$ cat config.mk
export PLATFORM = sky130hd
export DESIGN_NAME = rre_exec
export DESIGN_NICKNAME = d
export VERILOG_FILES = /design/src/rre_pkg.sv /design/src/rre_exec.sv
export SDC_FILE = /design/constraint.sdc
export NUM_CORES = 1
export LEC_CHECK = 0
export ABC_AREA = 1
export ABC_CLOCK_PERIOD_IN_PS = 3150
export BUFFER_PORTS_ARGS = -buffer_cell sky130_fd_sc_hd__buf_2
export CAP_MARGIN = 20
export CELL_PAD_IN_SITES_DETAIL_PLACEMENT = 0
export CELL_PAD_IN_SITES_GLOBAL_PLACEMENT = 1
export CORE_MARGIN = 1
export CORE_UTILIZATION = 25
export CTS_BUF_LIST = sky130_fd_sc_hd__clkbuf_8
export CTS_CLUSTER_SIZE = 24
export DETAILED_ROUTE_END_ITERATION = 10
export PLACE_DENSITY_LB_ADDON = 0.1
export SLEW_MARGIN = 20
export SYNTH_ARGS = -nofsm -noshare
export SYNTH_HDL_FRONTEND = slang
export SYNTH_SLANG_ARGS = --single-unit
$ cat constraint.sdc
create_clock -name ref_clk -period 3.15 [get_ports ref_clk]
set_input_delay 0.1575 -clock ref_clk [delete_from_list [all_inputs] [get_ports ref_clk]]
set_output_delay 0.1575 -clock ref_clk [all_outputs]
set_load 0.05 [all_outputs]
$ cat src/rre_pkg.sv
// Package: encodings, phases and carrier types for the return and rotate executor
package rre_pkg;
	localparam logic [7:0] RET_LIT_OPC = 8'hb6;
	localparam logic [15:0] RET_SUB_OPC = 16'h0002;
	localparam logic [6:0] RLC_OPC = 7'h0d;
	localparam logic [6:0] RLN_OPC = 7'h11;
	localparam logic [6:0] RRC_OPC = 7'h0c;
	localparam logic [6:0] RRN_OPC = 7'h10;
	localparam logic [15:0] PC_RESET = 16'h0000;
	localparam logic [7:0] WORKING_REGISTER_RESET = 8'h00;
	localparam logic CARRY_RESET = 1'b0;
	localparam logic [1:0] PHASE_RESET = 2'h0;
	localparam int RET_CYCLES = 2;

	typedef enum logic [2:0] {
		OP_NONE = 3'b000,
		OP_RET_LIT = 3'b001,
		OP_RET_SUB = 3'b010,
		OP_RLC = 3'b011,
		OP_RLN = 3'b100,
		OP_RRC = 3'b101,
		OP_RRN = 3'b110
	} rre_op_t;

	typedef enum logic [1:0] {
		PH_Q1 = 2'b00,
		PH_Q2 = 2'b01,
		PH_Q3 = 2'b10,
		PH_Q4 = 2'b11
	} rre_phase_t;

	typedef struct packed {
		logic we;
		logic [7:0] addr;
		logic [7:0] data;
	} rre_file_wr_t;
endpackage

$ cat src/rre_exec.sv
// Executor for literal return, subroutine return and four byte rotates
`timescale 1ns/1ns
`default_nettype none
module rre_exec
	import rre_pkg::*;
(
	input wire logic ref_clk,
	input wire logic rst_n,
	input wire logic [15:0] instrWord,
	input wire logic [15:0] stackTopEntry,
	input wire logic [7:0] fileRdData,
	input wire logic [7:0] pcHighHoldingLatchIn,
	output logic [1:0] phase,
	output logic [15:0] progCounter,
	output logic stackPop,
	output logic [7:0] fileRdAddr,
	output rre_file_wr_t fileWr,
	output logic [7:0] workingRegister,
	output logic carryFlag,
	output logic flushPrefetch,
	output logic [7:0] pcHighHoldingLatch
);

	// =====================================================
	// Decode
	function automatic rre_op_t decodeOp(input logic [15:0] w);
		rre_op_t op;
		op = OP_NONE;
		if (w[15:8] == RET_LIT_OPC) begin
			op = OP_RET_LIT;
		end else if (w == RET_SUB_OPC) begin
			op = OP_RET_SUB;
		end else if (w[15:9] == RLC_OPC) begin
			op = OP_RLC;
		end else if (w[15:9] == RLN_OPC) begin
			op = OP_RLN;
		end else if (w[15:9] == RRC_OPC) begin
			op = OP_RRC;
		end else if (w[15:9] == RRN_OPC) begin
			op = OP_RRN;
		end
		return op;
	endfunction

	rre_phase_t phase_reg;
	rre_op_t op_reg;
	logic [7:0] operand_reg;
	logic destFile_reg;
	logic idleCycle_reg;
	logic idleNow_reg;
	logic [7:0] srcByte_reg;
	logic [7:0] result_reg;
	logic carryOut_reg;
	logic [15:0] pc_reg;
	logic stackPop_reg;
	logic [7:0] rdAddr_reg;
	rre_file_wr_t fileWr_reg;
	logic [7:0] working_register_reg;
	logic carry_reg;
	logic flush_reg;
	logic [7:0] latch_reg;
	logic [7:0] result_next;
	logic carry_next;

	// =====================================================
	// Phase counter, four phases per instruction cycle
	always_ff @(posedge ref_clk) begin
		if (!rst_n) begin
			phase_reg <= PH_Q1;
		end else begin
			case (phase_reg)
				PH_Q1: phase_reg <= PH_Q2;
				PH_Q2: phase_reg <= PH_Q3;
				PH_Q3: phase_reg <= PH_Q4;
				PH_Q4: phase_reg <= PH_Q1;
				default: phase_reg <= PH_Q1;
			endcase
		end
	end

	// =====================================================
	// Q1 decode; the cycle after a return is forced idle
	always_ff @(posedge ref_clk) begin
		if (!rst_n) begin
			op_reg <= OP_NONE;
			operand_reg <= 8'h00;
			destFile_reg <= 1'b0;
			idleCycle_reg <= 1'b0;
			idleNow_reg <= 1'b0;
		end else if (phase_reg == PH_Q1) begin
			operand_reg <= instrWord[7:0];
			destFile_reg <= instrWord[8];
			// Pending flag clears at Q1, so the idle cycle itself needs its own marker
			idleNow_reg <= idleCycle_reg;
			if (idleCycle_reg) begin
				op_reg <= OP_NONE;
				idleCycle_reg <= 1'b0;
			end else begin
				op_reg <= decodeOp(instrWord);
				idleCycle_reg <= (decodeOp(instrWord) == OP_RET_LIT) ||
					(decodeOp(instrWord) == OP_RET_SUB);
			end
		end
	end

	// =====================================================
	// Q2 read source byte
	always_ff @(posedge ref_clk) begin
		if (!rst_n) begin
			rdAddr_reg <= 8'h00;
			srcByte_reg <= 8'h00;
		end else begin
			if (phase_reg == PH_Q1) begin
				rdAddr_reg <= instrWord[7:0];
			end
			if (phase_reg == PH_Q2) begin
				srcByte_reg <= fileRdData;
			end
		end
	end

	// =====================================================
	// Q3 process
	always_comb begin
		result_next = srcByte_reg;
		carry_next = carry_reg;
		case (op_reg)
			OP_RLC: begin
				result_next = {srcByte_reg[6:0], carry_reg};
				carry_next = srcByte_reg[7];
			end
			OP_RLN: result_next = {srcByte_reg[6:0], srcByte_reg[7]};
			OP_RRC: begin
				result_next = {carry_reg, srcByte_reg[7:1]};
				carry_next = srcByte_reg[0];
			end
			OP_RRN: result_next = {srcByte_reg[0], srcByte_reg[7:1]};
			OP_RET_LIT: result_next = operand_reg;
			default: result_next = srcByte_reg;
		endcase
	end

	always_ff @(posedge ref_clk) begin
		if (!rst_n) begin
			result_reg <= 8'h00;
			carryOut_reg <= CARRY_RESET;
		end else if (phase_reg == PH_Q3) begin
			result_reg <= result_next;
			carryOut_reg <= carry_next;
		end
	end

	// =====================================================
	// Q4 write destination, pop stack
	wire isRotate = (op_reg == OP_RLC) || (op_reg == OP_RLN) ||
		(op_reg == OP_RRC) || (op_reg == OP_RRN);
	wire isReturn = (op_reg == OP_RET_LIT) || (op_reg == OP_RET_SUB);
	wire atQ4 = (phase_reg == PH_Q4);

	always_ff @(posedge ref_clk) begin
		if (!rst_n) begin
			working_register_reg <= WORKING_REGISTER_RESET;
			fileWr_reg <= '0;
		end else begin
			fileWr_reg.we <= 1'b0;
			if (atQ4 && isRotate && destFile_reg) begin
				fileWr_reg.we <= 1'b1;
				fileWr_reg.addr <= operand_reg;
				fileWr_reg.data <= result_reg;
			end else if (atQ4 && isRotate) begin
				working_register_reg <= result_reg;
			end else if (atQ4 && op_reg == OP_RET_LIT) begin
				working_register_reg <= result_reg;
			end
		end
	end

	// Only the carrying rotates touch carry; returns leave flags alone
	always_ff @(posedge ref_clk) begin
		if (!rst_n) begin
			carry_reg <= CARRY_RESET;
		end else if (atQ4 && (op_reg == OP_RLC || op_reg == OP_RRC)) begin
			carry_reg <= carryOut_reg;
		end
	end

	// Normal sequencing advances once per cycle; returns reload from stack top
	always_ff @(posedge ref_clk) begin
		if (!rst_n) begin
			pc_reg <= PC_RESET;
			stackPop_reg <= 1'b0;
			flush_reg <= 1'b0;
		end else begin
			stackPop_reg <= atQ4 && isReturn;
			flush_reg <= atQ4 && isReturn;
			if (atQ4 && isReturn) begin
				pc_reg <= stackTopEntry;
			end else if (atQ4 && !idleNow_reg) begin
				pc_reg <= pc_reg + 16'h0001;
			end
		end
	end

	// Latch follows its own writer only; returns never load it
	always_ff @(posedge ref_clk) begin
		if (!rst_n) begin
			latch_reg <= 8'h00;
		end else begin
			latch_reg <= pcHighHoldingLatchIn;
		end
	end

	assign phase = phase_reg;
	assign progCounter = pc_reg;
	assign stackPop = stackPop_reg;
	assign fileRdAddr = rdAddr_reg;
	assign fileWr = fileWr_reg;
	assign workingRegister = working_register_reg;
	assign carryFlag = carry_reg;
	assign flushPrefetch = flush_reg;
	assign pcHighHoldingLatch = latch_reg;

endmodule
`default_nettype wire

Word-level counts from Yosys, hierarchy flattened
Cells that the tools add are included.
W data, S select, Z words.

word-level totals
  register bits after elaboration = 84
  word-level logic and storage cells = 72
  output and inout bits = 62
  input bits = 50

operators by class
  bitwise logic cells = 1
  multiplexer cells = 19
  reduce and logical (&&, ||, !) cells = 17
  eq/ne operators = 17
  $add $sub $neg = 1

operators by type and width
  kind                     number
  $pmux W8 S5              1
  $mux W16                 2
  $mux W3                  10
  $mux W17                 1
  $add A16 B1 Y16 const B  1
  $eq A16 B2 Y1 const B    1
  $mux W8                  2
  $eq A7 B4 Y1 const B     2
  $eq A7 B5 Y1 const B     2
  $eq A3 B2 Y1 const B     3
  $eq A3 B3 Y1 const B     3
  $eq A8 B8 Y1 const B     1
  $pmux W2 S4              1
  $eq A3 B1 Y1 const B     2
  $logic_and A1 B1 Y1      6
  $logic_or A1 B1 Y1       6
  $eq A2 B2 Y1 const B     2
  $reduce_bool A2 Y1       2
  $eq A2 B1 Y1 const B     1
  $logic_not A2 Y1         1
  $pmux W1 S2              1
  $reduce_and A2 Y1        1
  $logic_not A1 Y1         1
  $mux W1                  1
  $not A1 Y1               1

Depth between registers and ports, before layout
Gate-level depths: netlist of the first run.

  word-level depth = 13
  depth in mapped cells = 10

Least setup slack after synthesis of the first run
OpenSTA, ideal clock, no wires.

  path kind = register to register
  start point = register phase_reg[1] (netlist: phase[1])
  end point = register pc_reg[10] (netlist: progCounter[10])
  library setup time = 0.110 ns
  buffers on the path = 2
  arrival time = 1.830 ns
  period minus slack after synthesis = 1.939 ns
  stages on the path, launching flop included = 11
  setup slack = 1.211 ns
  path through = dfxtp_1 -> ha_1 -> inv_1 -> nor2_1 -> nand3_1 -> buf_6 -> buf_4 -> nand3_1 -> nand3_1 -> nand2_1 -> inv_1

on the way
  word-level cells in the longest chain between the ends = 3
  elaborated cells between the ends (all ways) = 5
  classes of those cells = eq/ne (1); mux (1); reduce/logical (3)

ends and longest elaborated chain
  element                                                line                              RTL
  start: declaration                                     rre_exec.sv:45                    rre_phase_t phase_reg;
  start signal: assignment                               rre_exec.sv:69                    phase_reg <= PH_Q1;
  start signal: assignment                               rre_exec.sv:72                    PH_Q1: phase_reg <= PH_Q2;
  start signal: assignment                               rre_exec.sv:73                    PH_Q2: phase_reg <= PH_Q3;
  $eq A2 B2 Y1 *                                         rre_exec.sv:158                   wire atQ4 = (phase_reg == PH_Q4);
  $logic_and A1 B1 Y1 (on tied branches)                 rre_exec.sv:196, rre_exec.sv:198
  $mux W16 / $reduce_bool A2 Y1 (equally long branches)  n/a
  end signal: assignment                                 rre_exec.sv:197                   pc_reg <= stackTopEntry;
  end signal: assignment                                 rre_exec.sv:199                   pc_reg <= pc_reg + 16'h0001;
  end: declaration                                       rre_exec.sv:54                    logic [15:0] pc_reg;

Every way passes the cells marked *; elsewhere a longest branch is shown, timed or not.
A chain may end at the register's enable or synchronous reset.

Worst setup path in the final report of the first run
  start point = register phase_reg[0] (netlist: phase[0])
  end point = register pc_reg[9] (netlist: progCounter[9])

Same word-level chain as after synthesis.

==> results of run 1 <==
-- worst paths after layout --
check	cells past startpoint	slack, ps	start	endpoint
worst max-delay path	10	680	phase[0]$_SDFF_PN0_	progCounter[9]$_SDFFE_PN0P_
worst max register to register	10	680	phase[0]$_SDFF_PN0_	progCounter[9]$_SDFFE_PN0P_
worst min-delay path	3	40	instrWord[5]	fileRdAddr[5]$_SDFFE_PN0N_
worst min register to register	2	450	carryOut_reg$_SDFFE_PN0P_	carryFlag$_SDFFE_PN0P_
-- cells by family (layout without fill, tap and decap cells) --
group | count (synthesis) | count (layout)
fa+ha+maj | 6 | 6
buf+inv | 94 | 210
simple gates | 240 | 240
compound gates | 134 | 134
flops | 84 | 84
xor+xnor | 2 | 2
-- what timing repair did --
item,4_1_cts,5_1_grt
gates resized for setup,0,0
endpoints found under the hold margin,8,0
hold buffers,8,0
-- per-stage QoR --
stage | instances | setup slack, ps
detailed placement | 863 | 720
global placement | 863 | 806
finish | 887 | 680
global route | 887 | 363
floorplan | 560 | 1210
CTS | 887 | 696
-- area by class of cell --
| cell class | instances | area [um^2] |
|---|---|---|
| clock buffers | 9 | 124 |
| multi-input cells | 382 | 1830 |
| clock inverters | 7 | 92.6 |
| fillers | 1712 | 10300 |
| inverters | 73 | 274 |
| well taps | 211 | 264 |
| flip-flops and latches | 84 | 1680 |
| repair buffers | 121 | 651 |
-- where the power goes --
| group | internal, mW | switching, mW |
|---|---|---|
| sequential | 1.18 | 0.0976 |
| combinational | 0.182 | 0.518 |
| clock | 0.446 | 0.421 |
| total | 1.80 | 1.04 |
-- placed cells by master, fill, tap and decap left out, types with 2 or more instances in the layout --
master,instances
a211oi_1,5
a21oi_1,39
a31oi_1,3
buf_2,111
buf_4,2
bufinv_16,2
clkbuf_8,9
dfxtp_1,84
dlygate4sd3_1,8
ha_1,6
inv_1,70
inv_2,4
nand2_1,96
nand2_2,2
nand3_1,38
nand4_1,4
nor2_1,83
nor2_4,2
nor3_1,12
o211ai_1,7
o21ai_0,71
o21ai_1,4
o31ai_1,2
-- per-layer routing --
metal | wire length, um | GRT usage | share of wire
met5 | 0 | 0 | 0
met4 | 184 | 0.0609 | 0.015
met3 | 584 | 0.0289 | 0.049
met2 | 5130 | 0.236 | 0.43
met1 | 6060 | 0.214 | 0.51
-- tightest hold or removal path: cells and delay by family --
| family | cells | cell delay (ps) |
|---|---|---|
| and+or+nand+nor | 2 | 120 |
| buffers and inverters | 1 | 90 |
==> results.cfg, run 1 <==
[logic_synthesis]
syn_nets = 616
yosysTopAreaCell = dfxtp_1
synth_xor_xnor_area_share = 0.00447
synth-simple-area-share = 0.260
synthTopCellsByCount = nand2_1 (96), dfxtp_1 (84), nor2_1 (83), o21ai_0 (71), inv_1 (68)
synth-edff-count = 0
synth_top_area_frac = 0.430
synth_adder_area_share = 0.0192
yosysWarnings = 0
post-synth-top-count-cell = nand2_1
synth_ff_type = dfxtp_1
synth_compound_area_frac = 0.184
ys_top_cells_by_area = dfxtp_1 (43%), nand2_1 (9.2%), o21ai_0 (9.1%)
synth_seq_area_share = 0.430
synth_cells = 560
synth_top_family_by_area = simple AND/OR/NAND/NOR gates
avgSynthCellArea_um2 = 6.99
async_flop_share = 0
synthesis.area_um2 = 3920
muxShareOfSynthArea = 0
yosysUniqueCellTypes = 33
ys_ff_latch = 84

[timing]
clock_skew_ps = 8.23
fin_hold_ws_ps = 35.8
fmax_ghz = 0.405
slew_headroom = 0.543
slew_violations = 0
rsz0062_at_grt = false
setup_violations = 0
finalHoldViolations = 0
period_minus_slack_ps = 2470
finalCritPeriodShare = 0.784
timing.setup.tns_ps = 0
tightest_slew_ps = 682

[power]
p_leak_nw = 2.24
powerDensity_nw_per_um2 = 578
power.total_mw = 2.84
irDropWorstVdd_v = 0.000295

[final_layout]
finalInstanceArea_um2 = 4920
nNetsFinal = 727
num_antenna_cells = 0
largest_reg_flops = 17
drive_above_1_share = 0.204
syn_to_final_growth_pct = 25.6
final_core_util = 0.322

[clocking]
htree_num_levels = 3
cts_buffers = 9
cts_root_buffer = clkbuf_8
path_clk_slew_ps = 90
post_cts_buffers = 0
clkLatencyLatePin_ps = 370
cts_sinks = 84
clockBufferDepth = 2
cts_tree = built

[setup_path]
endpoint_kind = flop
crit_path_max_fanout = 16
critPathTopFamily = simple AND/OR/NAND/NOR gates
required_ps = 3420
crit_chain = ha_1 -> inv_1 -> nor2_1 -> nand3_1 -> inv_1 -> nor2_1 -> nand3_1 -> nand3_1 -> nand2_1 -> inv_1
start_kind = flop
worst-path-buf-inv = 3
crit_type = flop to flop
crit_slowest_cell = inv_1
slowest_delay_ps = 550
critical_path_arrival_ps = 2740

[placed_design]
place_congestion = 0.755
dp_hpwl_mm = 8.53
port_buffers = 111
placed_area_um2 = 4620

[grt]
grt_overflow = 0
track_usage = 0.154
grt_max_degree = 68
antenna_found_initial = 0
grt_pass1_vias = 3772
grt_first_pass_wirelength_mm = 19.4

[floorplanning]
die_w_um = 127
fp.dieH_um = 127
num_io_pins = 112
initial_core_util = 0.257
core.rowCount = 45
core_um2 = 15300
dieArea_um2 = 16200

[job]
maxCapViolCount = 0

[routing]
drcViolationCount = 0
drt_iter0_drc = 226
vias = 3943
antenna_left = 0
wire_per_inst_um = 13.5
wirelength_mm = 12.0
viasPerCell = 4.45
drt_first_pass_iters = 5

[run_status]
status = complete, no violations

[min_path]
min_path_type = primary input to flop
(Power assumes the default switching activity.)
==> inputs of run 2 (changes only) <==
ABC_CLOCK_PERIOD_IN_PS = 2200   (was 3150)
clock period = 2.2 ns   (was 3.15 ns; I/O delays follow)
==> results.cfg, run 2 (synthesis gave the netlist of run 1 again) <==
[routing]
antenna_left = 0
vias = 4001
viasPerCell = 4.44
drt_first_pass_iters = 4
wire_per_inst_um = 13.6
wirelength_mm = 12.3
drt_iter0_drc = 235
drcViolationCount = 0

[power]
irDropWorstVdd_v = 0.000520
powerDensity_nw_per_um2 = 817
p_leak_nw = 2.32

[floorplanning]
fp.dieH_um = 127
num_io_pins = 112
die_w_um = 127
core_um2 = 15300
initial_core_util = 0.257
core.rowCount = 45
dieArea_um2 = 16200

[grt]
grt_first_pass_wirelength_mm = 19.9
grt_pass1_vias = 3977
antenna_found_initial = 0
grt_max_degree = 49
track_usage = 0.159
grt_overflow = 0

[final_layout]
stdcell_count = 902
largest_reg_flops = 17
n_fill_cell = 1705
final_cell_mix = buf_2 (111), nand2_1 (96), dfxtp_1 (84)
drive_above_1_share = 0.210
syn_to_final_growth_pct = 29.2
num_antenna_cells = 0
nNetsFinal = 742
layout_commonest_cell = buf_2
final_core_util = 0.332

[clocking]
clkLatencyLatePin_ps = 370
path_clk_slew_ps = 90
cts_sinks = 84
cts_buffers = 9
clockBufferDepth = 2
cts_root_buffer = clkbuf_8
cts_tree = built
htree_num_levels = 3

[timing]
slew_headroom = 0.669
finalCritPeriodShare = 0.853
fmax_ghz = 0.533
fin_ws_ps = 324
timing.setup.tns_ps = 0
fin_hold_ws_ps = 31.4
rsz0062_at_grt = false
clock_skew_ps = 14.6
setup_violations = 0
finalHoldViolations = 0
slew_violations = 0
tightest_slew_ps = 497
period_minus_slack_ps = 1880

[setup_path]
required_ps = 2500
critical_path_arrival_ps = 2170
start_kind = flop
endpoint_kind = flop
crit_path_max_fanout = 12
crit_type = flop to flop

[placed_design]
dpl_worst_slack_ps = 348
dp_hpwl_mm = 8.96
placedCellCount = 869
place_congestion = 0.771
port_buffers = 111

[job]
maxCapViolCount = 0

[min_path]
min_path_type = primary input to flop

[run_status]
status = complete, no violations
-- run 2: cell types whose count changed in the layout (fill, tap and decap cells not counted) --
cell | before | now
inv_6 | 1 | 2
clkinv_2 | 0 | 1
clkinvlp_4 | 1 | 0
clkinv_4 | 1 | 0
dlygate4sd3_1 | 8 | 17
buf_4 | 2 | 8
inv_1 | 70 | 69
clkbuf_8 | 9 | 10
-- run 2: routing by layer --
metal,wire [um],track usage,vias up
li1,-,-,2073
met1,6020,0.209,1807
met2,5360,0.254,108
met3,685,0.0306,13
met4,207,0.0672,0
met5,0,0,-
-- run 2: repair_timing --
action,in CTS,in global routing
endpoints found under the setup margin,0,0
hold buffers,17,0
resized for setup,0,0
setup buffers,0,0
endpoints found under the hold margin,17,0
-- run 2: final timing paths --
check / from / endpoint / slack (ps) / cells after the start
worst min register to register: carryOut_reg$_SDFFE_PN0P_ / carryFlag$_SDFFE_PN0P_ / 460 / 2
worst max register to register: phase[1]$_SDFF_PN0_ / progCounter[6]$_SDFFE_PN0P_ / 320 / 9
worst min-delay path: stackTopEntry[1] / progCounter[1]$_SDFFE_PN0P_ / 30 / 3
worst max-delay path: phase[1]$_SDFF_PN0_ / progCounter[6]$_SDFFE_PN0P_ / 320 / 9
-- run 2: area by class of cell --
type | instances | area, um^2 | share of cell area
tap | 211 | 264 | 0.0522
sequential | 84 | 1680 | 0.332
timing repair buffer | 136 | 786 | 0.155
inverter | 73 | 274 | 0.0542
clock buffer | 10 | 138 | 0.0272
multi-input combinational | 382 | 1830 | 0.362
clock inverter | 6 | 86.3 | 0.0171
-- run 2: through the flow --
step	instance area [um^2]	power, mW
2_1_floorplan	3920	2.54
3_3_place_gp	4660	2.88
3_5_place_dp	4660	2.89
4_1_cts	5060	4.21
5_1_grt	5060	4.39
6_report	5060	4.13
-- run 2: worst max-delay path, cell delays in order, from the launching register on --
cell and delay [ps]:
dfxtp_1 390, ha_1 280, inv_1 130, nor2_1 100, nand3_1 100, inv_1 350, nor2_1 130, inv_1 110
nor2_1 50, nor3_1 160
-- run 2: where the power goes --
group / total [mW] / internal (mW) / switching (mW)
sequential: 1.82 / 1.68 / 0.136
combinational: 1.04 / 0.288 / 0.748
clock: 1.28 / 0.673 / 0.607
total: 4.13 / 2.64 / 1.49
==> inputs of run 3 (changes only) <==
CORE_UTILIZATION = 29   (was 25)
GPL_ROUTABILITY_DRIVEN = 0   (was unset)
==> results.cfg, run 3 (synthesis gave the netlist of run 1 again) <==
[run_status]
status = complete, no violations

[clocking]
clkLatencyLatePin_ps = 370
cts_tree = built
clockBufferDepth = 2
path_clk_slew_ps = 90
cts_root_buffer = clkbuf_8
htree_num_levels = 3
cts_resized = 0
cts_sinks = 84
cts_buffers = 9

[final_layout]
final_cell_mix = buf_2 (111), nand2_1 (96), dfxtp_1 (84)
syn_to_final_growth_pct = 26.3
nNetsFinal = 739
finalInstanceArea_um2 = 4950
largest_reg_flops = 17
multi_input_area_um2 = 1830
final_core_util = 0.375
n_fill_cell = 1427
seqCellArea_um2 = 1680
layout_commonest_cell = buf_2
num_antenna_cells = 0
drive_above_1_share = 0.206

[power]
powerDensity_nw_per_um2 = 780
p_leak_nw = 2.27
irDropWorstVdd_v = 0.000342

[timing]
period_minus_slack_ps = 1950
fmax_ghz = 0.513
fin_hold_ws_ps = 24.3
finalCritPeriodShare = 0.885
slew_headroom = 0.565
rsz0062_at_grt = false
tightest_slew_ps = 648
clock_skew_ps = 7.17
timing.setup.tns_ps = 0
setup_violations = 0
finalHoldViolations = 0
slew_violations = 0

[routing]
wirelength_mm = 11.3
drt_iter0_drc = 255
vias = 3958
drcViolationCount = 0
wire_per_inst_um = 13.1
drt_first_pass_iters = 4
viasPerCell = 4.58
antenna_left = 0

[grt]
grt_overflow = 0
grt_pass1_vias = 3625
grt.busiest_layer = met2
antenna_found_initial = 0
grt_util_met1 = 0.239
grt_max_degree = 37
grtUsageMet2 = 0.247
track_usage = 0.168
met3_usage = 0.0319
grt_first_pass_wirelength_mm = 18.4

[floorplanning]
initial_core_util = 0.297
core_um2 = 13200
die_w_um = 118
dieArea_um2 = 14000
num_io_pins = 112
fp.dieH_um = 118
core.rowCount = 42

[setup_path]
crit_path_max_fanout = 12
endpoint_kind = flop
critical_path_arrival_ps = 2240
crit_slowest_cell = dfxtp_1
required_ps = 2490
start_kind = flop
crit_chain = ha_1 -> inv_1 -> nor2_1 -> nand3_1 -> buf_4 -> inv_1 -> nor2_1 -> inv_1 -> nor2_1 -> nor3_1
slowest_delay_ps = 400
crit_type = flop to flop

[placed_design]
port_buffers = 111
placed_area_um2 = 4600
dp_hpwl_mm = 8.23

[min_path]
min_path_type = primary input to flop

[job]
maxCapViolCount = 0
run 3: path summary, 6_finish.rpt:
kind	cells past startpoint	from	slack [ps]	endpoint
worst max-delay path	10	phase[0]$_SDFF_PN0_	250	progCounter[6]$_SDFFE_PN0P_
worst min-delay path	3	fileRdData[5]	20	srcByte_reg[5]$_SDFFE_PN0N_
worst max register to register	10	phase[0]$_SDFF_PN0_	250	progCounter[6]$_SDFFE_PN0P_
worst min register to register	2	carryOut_reg$_SDFFE_PN0P_	440	carryFlag$_SDFFE_PN0P_
run 3: critical path, delay by kind of cell, from the launching register on:
family	cells	cell delay (ps)
and+or+nand+nor	5	510
buffers and inverters	4	670
adders and majority gates	1	290
DFF	1	400
run 3: final cells by class:
class,count,share of cell area
multi-input combinational,382,0.370
timing repair buffer,133,0.154
clock inverter,6,0.00810
inverter,73,0.0554
clock buffer,10,0.0278
tap,176,0.0445
sequential,84,0.340
run 3: routing by layer:
metal  share of wire  routed length (um)
met2            0.43                4830
met5               0                   0
met3           0.046                 522
met1            0.52                5880
met4          0.0084                  95
run 3: timing repair:
action	in CTS	in global routing
buffers inserted	0	0
endpoints found under the hold margin	17	0
hold buffers	17	0
run 3: through the flow:
step | total power, mW | setup slack [ps] | cells
after floorplan | 2.54 | 261 | 560
after global placement | 2.83 | 354 | 831
after detailed placement | 2.84 | 240 | 831
after CTS | 3.92 | 211 | 864
after global routing | 4.11 | 23.2 | 864
final | 3.86 | 252 | 864
run 3: where the power goes:
group,internal [mW],total (mW),leakage [nW],switching [mW]
clock,0.439,1.04,0.0861,0.605
combinational,0.272,1.00,1.50,0.729
sequential,1.68,1.81,0.685,0.131
total,2.39,3.86,2.27,1.46
